==> src/shared/cb_window_pkg.sv <==
// Package: register map, field layout, reset values and types of the window decode block
package cb_window_pkg;

    // ----------------------------------------
    // Register byte offsets
    // ----------------------------------------
    localparam logic [7:0] LatencyOffset = 8'h1b;
    localparam logic [7:0] MemBase0Offset = 8'h1c;
    localparam logic [7:0] MemLimit0Offset = 8'h20;
    localparam logic [7:0] MemBase1Offset = 8'h24;
    localparam logic [7:0] MemLimit1Offset = 8'h28;
    localparam logic [7:0] IoBase0Offset = 8'h2c;
    localparam logic [7:0] IoLimit0Offset = 8'h30;
    localparam logic [7:0] IoBase1Offset = 8'h34;
    localparam logic [7:0] IoLimit1Offset = 8'h38;
    localparam logic [7:0] IrqLineOffset = 8'h3c;
    localparam logic [7:0] IrqPinOffset = 8'h3d;

    // ----------------------------------------
    // Field layout
    // ----------------------------------------
    localparam int MemLowBits = 12;
    localparam int IoLowBits = 2;
    localparam int IoTopBit = 15;
    localparam logic [31:0] MemWriteMask = 32'hfffff000;
    localparam logic [31:0] IoWriteMask = 32'h0000fffc;
    localparam logic [31:0] MemLimitFill = 32'h00000fff;
    localparam logic [31:0] IoLimitFill = 32'h00000003;
    localparam int PrefetchBit0 = 8;
    localparam int PrefetchBit1 = 9;
    localparam int IoBaseSelBit = 11;
    localparam int IoLimitSelBit = 12;
    localparam int JoinAllBit = 28;
    localparam int JoinSecondBit = 29;

    // ----------------------------------------
    // Reset values
    // ----------------------------------------
    localparam logic [7:0] LatencyReset = 8'h00;
    localparam logic [31:0] WindowReset = 32'h00000000;
    localparam logic [7:0] IrqLineReset = 8'hff;
    localparam logic [7:0] PinIntA = 8'h01;
    localparam logic [7:0] PinIntC = 8'h03;
    localparam logic [1:0] IoTypeSixteen = 2'h0;
    localparam logic [1:0] IoTypeThirtyTwo = 2'h1;
    localparam logic [1:0] PrefetchReset = 2'h3;

    // ----------------------------------------
    // Types
    // ----------------------------------------
    typedef struct packed {
        logic wr;
        logic rd;
        logic [7:0] addr;
        logic [3:0] byteEn;
        logic [31:0] wdata;
    } cfg_req_type;

    typedef struct packed {
        logic isIo;
        logic [31:0] addr;
    } decode_req_type;

    typedef struct packed {
        logic hit;
        logic window1;
        logic prefetchable;
    } decode_rsp_type;

endpackage : cb_window_pkg

==> src/cardbus_window_decode_regs.sv <==
// Module: configuration registers, forwarding windows and latency timer of the card bridge
`timescale 1ns/1ns
module cardbus_window_decode_regs #(
    parameter int LatencyWidth = 8
) (
    input wire logic ref_clk,
    input wire logic rstn,
    input wire cb_window_pkg::cfg_req_type cfgReq,
    output logic [31:0] cfgRdata,
    output logic cfgRvalid,
    input wire logic window0Prefetchable,
    input wire logic window1Prefetchable,
    input wire logic [15:0] generalControl,
    input wire logic [31:0] systemControl,
    input wire cb_window_pkg::decode_req_type hostReq,
    output cb_window_pkg::decode_rsp_type hostRsp,
    input wire cb_window_pkg::decode_req_type cardReq,
    output cb_window_pkg::decode_rsp_type cardRsp,
    input wire logic cclkPin,
    input wire logic frameStart,
    input wire logic dataPhaseDone,
    input wire logic transactionActive,
    output logic latencyExpired,
    output logic terminateAfterPhase,
    input wire logic [3:0] intIn,
    output logic [3:0] intOut,
    output logic [7:0] secondFuncPin
);

    // ----------------------------------------
    // Register storage
    // ----------------------------------------
    logic [LatencyWidth-1:0] latency_q;
    logic [31:12] memBase_q [2];
    logic [31:12] memLimit_q [2];
    logic [15:2] ioBase_q [2];
    logic [15:2] ioLimit_q [2];
    logic [7:0] irqLine_q;

    // ----------------------------------------
    // Write decode
    // ----------------------------------------
    wire logic [7:0] wordAddr = {cfgReq.addr[7:2], 2'h0};
    // Latency byte shares its word with the bus number bytes below it
    wire logic [7:0] latencyWordAddr = {cb_window_pkg::LatencyOffset[7:2], 2'h0};
    wire logic wrEn = cfgReq.wr;
    wire logic wrLatencyWord = wrEn && (wordAddr == latencyWordAddr) && cfgReq.byteEn[3];
    wire logic wrIrqWord = wrEn && (wordAddr == cb_window_pkg::IrqLineOffset)
        && cfgReq.byteEn[0];
    wire logic [31:0] byteMask = {{8{cfgReq.byteEn[3]}}, {8{cfgReq.byteEn[2]}},
        {8{cfgReq.byteEn[1]}}, {8{cfgReq.byteEn[0]}}};
    wire logic [31:0] wrData = cfgReq.wdata & byteMask;

    always_ff @(posedge ref_clk or negedge rstn)
    begin
        if (!rstn)
        begin
            latency_q <= LatencyWidth'(cb_window_pkg::LatencyReset);
            irqLine_q <= cb_window_pkg::IrqLineReset;
        end
        else
        begin
            if (wrLatencyWord)
                latency_q <= LatencyWidth'(cfgReq.wdata[31:24]);
            if (wrIrqWord)
                irqLine_q <= cfgReq.wdata[7:0];
        end
    end

    // ----------------------------------------
    // Window registers, per window
    // ----------------------------------------
    for (genvar w = 0; w < 2; w++)
    begin : gWin
        localparam logic [7:0] MemBaseOff = (w == 0) ? cb_window_pkg::MemBase0Offset
            : cb_window_pkg::MemBase1Offset;
        localparam logic [7:0] MemLimitOff = (w == 0) ? cb_window_pkg::MemLimit0Offset
            : cb_window_pkg::MemLimit1Offset;
        localparam logic [7:0] IoBaseOff = (w == 0) ? cb_window_pkg::IoBase0Offset
            : cb_window_pkg::IoBase1Offset;
        localparam logic [7:0] IoLimitOff = (w == 0) ? cb_window_pkg::IoLimit0Offset
            : cb_window_pkg::IoLimit1Offset;
        // Disabled byte lanes keep their old contents
        wire logic [31:0] mbMasked = wrData | ({memBase_q[w], 12'h0} & ~byteMask);
        wire logic [31:0] mlMasked = wrData | ({memLimit_q[w], 12'h0} & ~byteMask);
        wire logic [31:0] ibMasked = wrData | ({16'h0, ioBase_q[w], 2'h0} & ~byteMask);
        wire logic [31:0] ilMasked = wrData | ({16'h0, ioLimit_q[w], 2'h0} & ~byteMask);
        always_ff @(posedge ref_clk or negedge rstn)
        begin
            if (!rstn)
            begin
                memBase_q[w] <= '0;
                memLimit_q[w] <= '0;
                ioBase_q[w] <= '0;
                ioLimit_q[w] <= '0;
            end
            else if (wrEn)
            begin
                if (wordAddr == MemBaseOff)
                    memBase_q[w] <= mbMasked[31:12];
                if (wordAddr == MemLimitOff)
                    memLimit_q[w] <= mlMasked[31:12];
                if (wordAddr == IoBaseOff)
                    ioBase_q[w] <= ibMasked[15:2];
                if (wordAddr == IoLimitOff)
                    ioLimit_q[w] <= ilMasked[15:2];
            end
        end
    end

    // ----------------------------------------
    // Read path
    // ----------------------------------------
    wire logic [1:0] ioBaseType = generalControl[cb_window_pkg::IoBaseSelBit]
        ? cb_window_pkg::IoTypeThirtyTwo : cb_window_pkg::IoTypeSixteen;
    wire logic [1:0] ioLimitType = generalControl[cb_window_pkg::IoLimitSelBit]
        ? cb_window_pkg::IoTypeThirtyTwo : cb_window_pkg::IoTypeSixteen;
    wire logic [7:0] pinValue = cb_window_pkg::PinIntA;
    wire logic [31:0] latencyWord = {8'(latency_q), 24'h0};
    wire logic [31:0] irqWord = {16'h0, pinValue, irqLine_q};
    wire logic [31:0] rdMux =
        (wordAddr == latencyWordAddr) ? latencyWord :
        (wordAddr == cb_window_pkg::MemBase0Offset) ? {memBase_q[0], 12'h0} :
        (wordAddr == cb_window_pkg::MemLimit0Offset) ? {memLimit_q[0], 12'h0} :
        (wordAddr == cb_window_pkg::MemBase1Offset) ? {memBase_q[1], 12'h0} :
        (wordAddr == cb_window_pkg::MemLimit1Offset) ? {memLimit_q[1], 12'h0} :
        (wordAddr == cb_window_pkg::IoBase0Offset) ? {16'h0, ioBase_q[0], ioBaseType} :
        (wordAddr == cb_window_pkg::IoLimit0Offset) ? {16'h0, ioLimit_q[0], ioLimitType} :
        (wordAddr == cb_window_pkg::IoBase1Offset) ? {16'h0, ioBase_q[1], ioBaseType} :
        (wordAddr == cb_window_pkg::IoLimit1Offset) ? {16'h0, ioLimit_q[1], ioLimitType} :
        (wordAddr == cb_window_pkg::IrqLineOffset) ? irqWord : 32'h0;

    always_ff @(posedge ref_clk or negedge rstn)
    begin
        if (!rstn)
        begin
            cfgRdata <= 32'h0;
            cfgRvalid <= 1'b0;
        end
        else
        begin
            cfgRvalid <= cfgReq.rd;
            if (cfgReq.rd)
                cfgRdata <= rdMux;
        end
    end

    // ----------------------------------------
    // Window decode, host and card side share the same pairs
    // ----------------------------------------
    logic [1:0] memEn;
    logic [1:0] ioEn;
    logic [31:0] memLo [2];
    logic [31:0] memHi [2];
    logic [31:0] ioLo [2];
    logic [31:0] ioHi [2];
    for (genvar w = 0; w < 2; w++)
    begin : gDec
        assign memEn[w] = (memBase_q[w] != '0) || (memLimit_q[w] != '0);
        assign ioEn[w] = (ioBase_q[w] != '0) || (ioLimit_q[w] != '0);
        assign memLo[w] = {memBase_q[w], 12'h0};
        assign memHi[w] = {memLimit_q[w], 12'h0} | cb_window_pkg::MemLimitFill;
        assign ioLo[w] = {16'h0, ioBase_q[w], 2'h0};
        assign ioHi[w] = {16'h0, ioLimit_q[w], 2'h0} | cb_window_pkg::IoLimitFill;
    end

    // Prefetch bits come from bridge control, which resets them to 1
    wire logic [1:0] prefetch = {window1Prefetchable, window0Prefetchable};

    function automatic cb_window_pkg::decode_rsp_type decodeOne(
        input cb_window_pkg::decode_req_type req,
        input logic [1:0] mEn,
        input logic [1:0] iEn,
        input logic [31:0] mLo0, input logic [31:0] mHi0,
        input logic [31:0] mLo1, input logic [31:0] mHi1,
        input logic [31:0] iLo0, input logic [31:0] iHi0,
        input logic [31:0] iLo1, input logic [31:0] iHi1,
        input logic [1:0] pf
    );
        cb_window_pkg::decode_rsp_type rsp;
        logic h0;
        logic h1;
        if (req.isIo)
        begin
            h0 = iEn[0] && req.addr >= iLo0 && req.addr <= iHi0;
            h1 = iEn[1] && req.addr >= iLo1 && req.addr <= iHi1;
        end
        else
        begin
            h0 = mEn[0] && req.addr >= mLo0 && req.addr <= mHi0;
            h1 = mEn[1] && req.addr >= mLo1 && req.addr <= mHi1;
        end
        rsp.hit = h0 || h1;
        rsp.window1 = !h0 && h1;
        rsp.prefetchable = !req.isIo && (h0 ? pf[0] : (h1 && pf[1]));
        return rsp;
    endfunction : decodeOne

    // Host side: forward to the card when a window claims the address
    assign hostRsp = decodeOne(hostReq, memEn, ioEn, memLo[0], memHi[0], memLo[1],
        memHi[1], ioLo[0], ioHi[0], ioLo[1], ioHi[1], prefetch);
    // Card side: a hit stays on the card, a miss goes up to the host
    assign cardRsp = decodeOne(cardReq, memEn, ioEn, memLo[0], memHi[0], memLo[1],
        memHi[1], ioLo[0], ioHi[0], ioLo[1], ioHi[1], prefetch);

    // ----------------------------------------
    // Interrupt joining
    // ----------------------------------------
    wire logic joinAllInterrupts = systemControl[cb_window_pkg::JoinAllBit];
    wire logic joinSecondToFirstInterrupt = systemControl[cb_window_pkg::JoinSecondBit];
    wire logic anyInt = |intIn;
    assign intOut = joinAllInterrupts ? {4{anyInt}} :
        joinSecondToFirstInterrupt ? {intIn[3:2], 1'b0, intIn[0] | intIn[1]} :
        intIn;
    assign secondFuncPin = joinAllInterrupts ? cb_window_pkg::PinIntA
        : cb_window_pkg::PinIntC;

    // ----------------------------------------
    // Card clock sampling and latency counter
    // ----------------------------------------
    // Three stages; the first feeds only the second
    logic [2:0] cclkSync_q;
    logic cclkLevel_q;
    // A level counts only once the last two stages agree
    always_ff @(posedge ref_clk or negedge rstn)
    begin
        if (!rstn)
        begin
            cclkSync_q <= 3'h0;
            cclkLevel_q <= 1'b0;
        end
        else
        begin
            cclkSync_q <= {cclkSync_q[1:0], cclkPin};
            if (cclkSync_q[1] == cclkSync_q[2])
                cclkLevel_q <= cclkSync_q[2];
        end
    end
    wire logic cclkRise = cclkSync_q[1] && cclkSync_q[2] && !cclkLevel_q;

    logic [LatencyWidth-1:0] latCount_q;
    logic latRun_q;
    logic expired_q;
    wire logic countDone = latRun_q && cclkRise && (latCount_q <= LatencyWidth'(1));
    always_ff @(posedge ref_clk or negedge rstn)
    begin
        if (!rstn)
        begin
            latCount_q <= '0;
            latRun_q <= 1'b0;
            expired_q <= 1'b0;
        end
        else if (frameStart)
        begin
            latCount_q <= latency_q;
            latRun_q <= 1'b1;
            expired_q <= (latency_q == '0);
        end
        else if (!transactionActive)
        begin
            latRun_q <= 1'b0;
            expired_q <= 1'b0;
        end
        else if (countDone)
        begin
            latCount_q <= '0;
            latRun_q <= 1'b0;
            expired_q <= 1'b1;
        end
        else if (latRun_q && cclkRise)
            latCount_q <= latCount_q - LatencyWidth'(1);
    end

    // Zero latency expires at once; software should keep it at 20h or more
    assign latencyExpired = expired_q;
    assign terminateAfterPhase = expired_q && transactionActive && dataPhaseDone;

endmodule : cardbus_window_decode_regs

==> config.mk <==
export PLATFORM = sky130hd
export DESIGN_NAME = cardbus_window_decode_regs
export DESIGN_NICKNAME = d
export VERILOG_FILES = /design/src/shared/cb_window_pkg.sv /design/src/cardbus_window_decode_regs.sv
export SDC_FILE = /design/constraint.sdc
export NUM_CORES = 1
export LEC_CHECK = 0
export ABC_CLOCK_PERIOD_IN_PS = 2200
export BUFFER_PORTS_ARGS = -buffer_cell sky130_fd_sc_hd__buf_2
export CAP_MARGIN = 20
export CORE_MARGIN = 2
export CORE_UTILIZATION = 53
export CTS_CLUSTER_DIAMETER = 200
export DETAILED_ROUTE_END_ITERATION = 16
export PLACE_DENSITY_LB_ADDON = 0.12
export SYNTH_ARGS = -nofsm -noshare
export SYNTH_HDL_FRONTEND = slang
export SYNTH_SLANG_ARGS = --single-unit
==> constraint.sdc <==
create_clock -name ref_clk -period 2.2 [get_ports ref_clk]
set_input_delay 0.11 -clock ref_clk [delete_from_list [all_inputs] [get_ports ref_clk]]
set_output_delay 0.11 -clock ref_clk [all_outputs]
set_load 0.005 [all_outputs]
## Yosys cells after proc, flatten, opt, wreduce, memory -nomap -nowiden

Index checks and enable logic that the tools add are counted.

| storage, ports and cells | value |
|---|---|
| bits in registers | 199 |
| bits of input ports | 172 |
| output and inout bits | 53 |

| operators by class | value |
|---|---|
| equality and inequality tests | 12 |
| add/sub/neg operators | 1 |
| bitwise logic cells | 19 |
| reductions and logical operators | 64 |
| mux-type cells | 31 |
| order comparisons | 17 |

Operator list:

| operator | number |
|---|---|
| $and 32x32->32 | 5 |
| $mux 32 | 5 |
| $ge 32x16->1 | 4 |
| $ge 32x32->1 | 4 |
| $le 32x16->1 | 4 |
| $le 32x32->1 | 4 |
| $or 32x32->32 | 4 |
| $reduce_bool 20->1 | 4 |
| $and 16x16->16 | 4 |
| $mux 16 | 4 |
| $or 16x16->16 | 4 |
| $reduce_bool 14->1 | 4 |
| $eq 6x4->1 const B | 8 |
| $logic_and 1x1->1 | 32 |
| $mux 8 | 4 |
| $not 32->32 | 1 |
| $reduce_and 2->1 | 9 |
| $mux 1 | 14 |
| $eq 6x3->1 const B | 2 |
| $mux 9 | 1 |
| $le 8x1->1 const B | 1 |
| $logic_not 8->1 | 1 |
| $sub 8x1->8 const B | 1 |
| $logic_or 1x1->1 | 6 |
| 9 further kinds | 14 |

## Logic depth before layout (Yosys ltp)

Gate-level depths: netlist (run 1).

| depth | value |
|---|---|
| depth in word-level cells | 11 |
| depth in mapped cells | 10 |

## Worst setup path before layout (run 1)

Ideal clock, no wire load.

| timing path | value |
|---|---|
| path kind | register -> output |
| from | reg (tool-made name) |
| to | out cardRsp[0] (netlist name) |
| path buffers | 0 |
| path slack | -159 ps |
| cell stages (with the launch flop) | 10 |
| required time | 2,090 ps |
| arrival | 2,249 ps |
| cell sequence | dfrtp_1 > inv_1 > ha_1 > a21o_1 > a221o_1 > a2111oi_0 > o22ai_1 > a311oi_1 > a31oi_1 > o41ai_2 |

RTL lines:

| what | line | text |
|---|---|---|
| to (decl) | cardbus_window_decode_regs.sv:18 | `output cb_window_pkg::decode_rsp_type cardRsp,` |

==> flow_summary.toml, run 1 <==
[yosys]
synthCells = 1697
yosys-mux-area-fraction = 0.0850
syn_area_per_cell_um2 = 9.23
synthArstFlopShare = 1.00
synth-edff-count = 0
synth-seq-area-share = 0.319
synth_fa_ha_area_frac = 0.220
ys_warn_count = 0
synth_top_family_by_area = "adder cells"
ys_ff_latch = 199
synthFlopType = "dfrtp_1"
synthesis.area_um2 = 15700
synth-xor-area-share = 0
synth-compound-area-share = 0.174
synth_cell_types = 67
yosys.area_share.simple = 0.151

[hold_path]
holdPathStages = 2
hold_class = "primary input to flip-flop"
hold_start = "frameStart"
min_to = "latRun_q"

[routing]
first_pass_iters = 8
wl_met1_mm = 25.0
ant_nets = 0
wl_met2_mm = 28.6
dr_wl_met3_mm = 5.66
drtIter0Drc = 1852
drt-wirelength-per-cell_um = 23.1
routed.top_layer = "met4"
viasPerCell = 6.20
routed_wirelength_mm = 62.3
route.vias.total = 16727
drcViolationCount = 0

[clock_network]
cts.reportedPaths.clkPinSlew_ns = 0.10
insertion_delay_ns = 0.46
clk_path_buf_depth = 2
clock_sinks = 199
numCtsBuffers = 17
cts_tree = "built"
cts-root-buf = "clkbuf_16"
htreeDepth = 4

[setup_path]
r2r_slack_ns = 0.27
crit_path_end_kind = "output pin"
r2r_cells = 5
critPathLaunchType = "flip-flop"
cp.required_ns = 2.09
timing.rr.end = "latCount_q[3]"
max_stage_delay_ns = 0.50
cp_top_family = "simple AND/OR/NAND/NOR gates"
cp.arrival_ns = 3.05
cp_max_fo = 3
r2r_start = "latCount_q[6]"
path_buf_inv = 4
crit_slowest_cell = "or4_4"
path_cells = "inv_1 > ha_1 > nand4_1 > or4_4 > a31oi_2 > buf_4 > a211oi_2 > a211oi_2 > buf_4 > a31oi_2 > nor2b_4 > buf_2"
critPathKind = "flip-flop to output pin"

[flow_run]
cap_violations = 0

[sta]
finalHoldViolations = 0
post-route-period-util = 1.44
worst_pin_slew_ns = 0.609
setup_ws_ns = -0.963
slew_headroom = 0.593
fmax_mhz = 316
rsz0062_at_grt = "true"
fin_worst_skew_ns = 0.0229
hold_slack_ns = 0.0301
period_minus_slack_ns = 3.16
setup_violations = 6
maxSlewViolCount = 0

[pwr]
comb_power_share = 0.370
p_leak_nw = 10.7
clkPwrFrac = 0.284
ir_drop_uv = 544
power_frac_seq = 0.346
p_sw_w = 0.00461
switching_share = 0.372
p_per_area_nw_per_um2 = 576
p_int_w = 0.00779

[finish]
fillers = 2161
antennaDiodeCount = 0
stdcell_count = 2700
drive_above_1_share = 0.320
fin_area_um2 = 21500
final_common_cell = "buf_4"
final_cell_mix = "buf_4, ha_1, dfrtp_1, buf_2, nand2_1"
nets = 2750
area_growth_pct = 37.4

[global_routing]
grt_pass1_wl_mm = 94.6
antenna_found_initial = 0
grt_usage = 0.404
grt_overflow_total = 0
grt_pass1_vias = 16667
grt_max_degree = 68

[floorplan]
die_w_um = 176
die_area_um2 = 30900
die-height_um = 176
ios = 225
initial_core_util = 0.541
rows = 62
coreArea_um2 = 28900

[status]
failed_checks = "negative setup slack"
status = "finished, violations left"

[placement]
io_buffers = 171
dp.cells = 2614
preCtsSetupSlack_ns = -0.738
gp_congestion = 1.06
postPlaceCellArea_um2 = 20000
hpwl_mm = 50.1
-- how the worst max path moves through the flow --
stage,endpoint,slack [ns],depth (start not counted)
6_report,cardRsp[1],-0.96,12
5_1_grt,cardRsp[0],-1.01,12
4_1_cts,cardRsp[0],-0.94,11
3_5_place_dp,cardRsp[0],-0.74,12
3_3_place_gp,cardRsp[0],-0.71,11
2_1_floorplan,cardRsp[0],-0.11,9
-- cells in the mapped netlist (5+ instances only) --
| cell | count | area, µm² |
|---|---|---|
| buf_2 | 9 | 45.0 |
| buf_1 | 5 | 18.8 |
| inv_1 | 158 | 593 |
| a211oi_1 | 12 | 90.1 |
| nand2_1 | 149 | 559 |
| mux2_2 | 17 | 191 |
| clkbuf_1 | 26 | 97.6 |
| nor4_1 | 50 | 313 |
| ha_1 | 275 | 3440 |
| mux2_1 | 67 | 754 |
| a21oi_1 | 136 | 681 |
| nor4_2 | 5 | 62.6 |
| nand4_1 | 64 | 400 |
| a22oi_1 | 21 | 158 |
| and4_1 | 9 | 78.8 |
| o21bai_1 | 7 | 52.6 |
| o22ai_1 | 34 | 213 |
| o21a_1 | 7 | 52.6 |
| mux2i_1 | 25 | 250 |
| and3_1 | 7 | 43.8 |
| buf_4 | 7 | 52.6 |
| nand2b_1 | 8 | 50.1 |
| nor2b_1 | 16 | 100 |
| a311oi_1 | 7 | 61.3 |
| o211ai_1 | 6 | 45.0 |
| dfrtp_1 | 191 | 4780 |
| a2111oi_0 | 6 | 52.6 |
| o21ai_0 | 40 | 200 |
| dfstp_2 | 8 | 210 |
| a222oi_1 | 9 | 90.1 |
| nor3_1 | 27 | 135 |
| o21ai_1 | 77 | 385 |
| nand3_1 | 34 | 170 |
| a221o_1 | 5 | 50.1 |
| nor2_1 | 73 | 274 |
| mux4_2 | 6 | 135 |
| a21o_1 | 29 | 218 |
-- kinds of logic after synthesis --
group / Yosys count
AO/OA/AOI/OAI: 439
adder cells (fa/ha/maj): 275
buffers and inverters: 205
flip-flops: 199
multiplexers: 115
other: 2
AND/OR/NAND/NOR: 462
-- timing repair --
item | 4_1_cts | 5_1_grt
gates resized for setup | 46 | 30
hold buffers | 36 | 0
buffers inserted | 14 | 4
pin swaps | 16 | 17
gates cloned | 0 | 0
hold endpoints to repair | 211 | 0
endpoints found under the setup margin | 6 | 6
-- worst reg2reg max path, cell delays in order, from the launching register on --
cell	delay, ns
dfrtp_1	0.43
or4_1	0.56
nor4_2	0.25
nand3b_1	0.27
a21oi_1	0.06
a221o_1	0.25
-- metrics by stage --
| step | TNS (ns) | util | total power (W) |
|---|---|---|---|
| 3_3_place_gp | -3.74 | 0.690 | 0.00842 |
| 2_1_floorplan | -0.111 | - | 0.00627 |
| 6_report | -5.38 | 0.744 | 0.0124 |
| 4_1_cts | -5.22 | 0.737 | 0.0122 |
| 3_5_place_dp | -3.50 | 0.690 | 0.00857 |
| 5_1_grt | -5.77 | 0.744 | 0.0130 |
-- area by class of cell --
type                    instances  area, µm²  share of cell area
repair buffers                629       4460               0.207
clock inverters                15        236              0.0110
well taps                     384        480              0.0223
flip-flops and latches        199       4990               0.232
clock buffers                  17        425              0.0198
inverters                     158        593              0.0276
multi-input cells            1298      10300               0.480
-- power by group through the flow --
stage	clock network, W	registers [W]	logic, W
3_5_place_dp	0	0.00434	0.00422
5_1_grt	0.00367	0.00433	0.00499
2_1_floorplan	0	0.00431	0.00196
3_3_place_gp	0	0.00433	0.00409
4_1_cts	0.00354	0.00428	0.00441
6_report	0.00352	0.00429	0.00459
-- per-layer routing --
| layer | vias to the layer above | GRT usage |
|---|---|---|
| met3 | 180 | 0.0662 |
| met4 | 0 | 0.183 |
| met1 | 8013 | 0.530 |
| met2 | 939 | 0.656 |
| met5 | - | 0 |
| li1 | 7595 | - |
Note: power is estimated with default switching activity, not from simulation.
==> run 2, diff against run 1 <==
--- a/config.mk
+++ b/config.mk
@@ -5,14 +5,15 @@
 export SDC_FILE = /design/constraint.sdc
 export NUM_CORES = 1
 export LEC_CHECK = 0
-export ABC_CLOCK_PERIOD_IN_PS = 2200
 export BUFFER_PORTS_ARGS = -buffer_cell sky130_fd_sc_hd__buf_2
 export CAP_MARGIN = 20
 export CORE_MARGIN = 2
 export CORE_UTILIZATION = 53
 export CTS_CLUSTER_DIAMETER = 200
+export CTS_CLUSTER_SIZE = 40
 export DETAILED_ROUTE_END_ITERATION = 16
 export PLACE_DENSITY_LB_ADDON = 0.12
+export SETUP_SLACK_MARGIN = 0.1
 export SYNTH_ARGS = -nofsm -noshare
 export SYNTH_HDL_FRONTEND = slang
 export SYNTH_SLANG_ARGS = --single-unit
==> flow_summary.toml, run 2 (synthesized netlist as in run 1, its figures left out) <==
[sta]
setup_ws_ns = -0.994
hold_slack_ns = 0.0175
fin_worst_skew_ns = 0.0227
slew_headroom = 0.525
period_minus_slack_ns = 3.19
fmax_mhz = 313
maxSlewViolCount = 0
worst_pin_slew_ns = 0.712
finalHoldViolations = 0
rsz0062_at_grt = "true"
post-route-period-util = 1.45
setup_violations = 6

[floorplan]
ios = 225
die_w_um = 176
initial_core_util = 0.541
rows = 62
coreArea_um2 = 28900
die_area_um2 = 30900
die-height_um = 176

[routing]
drt-wirelength-per-cell_um = 24.0
drcViolationCount = 0
drtIter0Drc = 1676
first_pass_iters = 6
ant_nets = 0
routed_wirelength_mm = 64.6
viasPerCell = 6.20
route.vias.total = 16674

[clock_network]
clock_sinks = 199
htreeDepth = 4
cts-root-buf = "clkbuf_16"
cts_tree = "built"
cts.reportedPaths.clkPinSlew_ns = 0.08
clk_path_buf_depth = 2
insertion_delay_ns = 0.47
numCtsBuffers = 17

[pwr]
total_power_w = 0.0122
p_sw_w = 0.00437
p_leak_nw = 10.6
ir_drop_uv = 417
power_frac_seq = 0.350
clkPwrFrac = 0.271
comb_power_share = 0.379
p_per_area_nw_per_um2 = 573
switching_share = 0.358
p_int_w = 0.00783

[finish]
final_cell_mix = "buf_4, ha_1, dfrtp_1, buf_2, nand2_1"
area_growth_pct = 35.9
fin_area_um2 = 21300
final_common_cell = "buf_4"
nets = 2741
drive_above_1_share = 0.316
antennaDiodeCount = 0
stdcell_count = 2690
fillers = 2264

[placement]
dp.cells = 2611
io_buffers = 171
hpwl_mm = 52.5
gp_congestion = 1.06
preCtsSetupSlack_ns = -0.602
postPlaceCellArea_um2 = 20000

[setup_path]
r2r_cells = 5
cp_max_fo = 3
r2r_start = "latCount_q[6]"
max_stage_delay_ns = 0.40
cp.required_ns = 2.09
critPathKind = "flip-flop to output pin"
timing.rr.end = "latCount_q[3]"
crit_path_end_kind = "output pin"
critPathLaunchType = "flip-flop"
r2r_slack_ns = 0.26
cp.arrival_ns = 3.08
crit_slowest_cell = "dfrtp_1"
path_cells = "inv_2 > ha_4 > a21o_1 > a2111o_1 > a211oi_2 > buf_4 > o211ai_1 > o211ai_1 > buf_4 > o41a_1 > nor2b_2 > buf_2"

[status]
status = "finished, violations left"
failed_checks = "negative setup slack"

[hold_path]
holdPathStages = 3
hold_class = "primary input to flip-flop"
hold_start = "cfgReq[13]"

[global_routing]
grt_usage = 0.423
grt_overflow_total = 0
grt_max_degree = 70
grt_pass1_wl_mm = 98.3
antenna_found_initial = 2
grt_pass1_vias = 17070

[flow_run]
cap_violations = 0
==> run 2: cell types whose count changed in the layout (fill, tap and decap cells not counted), sizes merged, moves of 3 or more <==
cell	previous run	this run
clkinv	7	4
buf	592	584
inv	166	163
clkbuf	18	21
==> run 2: metal layers <==
layer,vias to the layer above,part of all wire,global-route usage
met2,859,0.47,0.703
met1,7978,0.37,0.489
met3,273,0.073,0.0766
met4,0,0.086,0.313
met5,-,0,0
li1,7564,-,-
==> run 2: worst max path at each step <==
| stage | from | cells after the start | to |
|---|---|---|---|
| 3_3_place_gp | cardReq[5] | 12 | cardRsp[0] |
| 6_report | flip-flop | 12 | hostRsp[1] |
| 5_1_grt | flip-flop | 12 | hostRsp[1] |
| 2_1_floorplan | flip-flop | 9 | cardRsp[0] |
| 4_1_cts | flip-flop | 12 | hostRsp[1] |
| 3_5_place_dp | cardReq[5] | 12 | cardRsp[0] |
==> run 2: final cells by class <==
cell class | count | area, µm² | share of cell area
Inverter | 158 | 593 | 0.0279
Sequential cell | 199 | 4990 | 0.234
Multi-Input combinational cell | 1298 | 10200 | 0.481
Clock buffer | 20 | 467 | 0.0219
Clock inverter | 11 | 129 | 0.00605
Timing Repair Buffer | 620 | 4390 | 0.206
Tap cell | 384 | 480 | 0.0226
==> run 2: metrics by stage <==
stage / TNS [ns] / utilization
after floorplan: -0.111 / -
after global placement: -2.94 / 0.691
after detailed placement: -2.91 / 0.691
after CTS: -4.95 / 0.731
after global routing: -6.02 / 0.736
final: -5.44 / 0.736
==> run 2: worst max-delay path, delay by kind of cell, from the launching register on <==
family,cells,cell delay (ns)
AO/OA/AOI/OAI,6,1.29
adder cells (fa/ha/maj),1,0.21
buffers and inverters,4,0.60
flip-flops,1,0.40
AND/OR/NAND/NOR,1,0.14
==> run 2: power by group through the flow <==
stage | Sequential [W] | Combinational (W) | Clock [W]
finish | 0.00427 | 0.00463 | 0.00330
global route | 0.00431 | 0.00502 | 0.00343
CTS | 0.00426 | 0.00447 | 0.00332
detailed placement | 0.00432 | 0.00432 | 0
global placement | 0.00431 | 0.00420 | 0
floorplan | 0.00431 | 0.00198 | 0
==> run 2: what timing repair did <==
item,CTS,global route
gates cloned,0,0
pin swaps,19,14
endpoints found under the setup margin,6,8
hold buffers,35,0
gates resized for setup,41,19
hold endpoints to repair,183,0
setup buffers,6,7
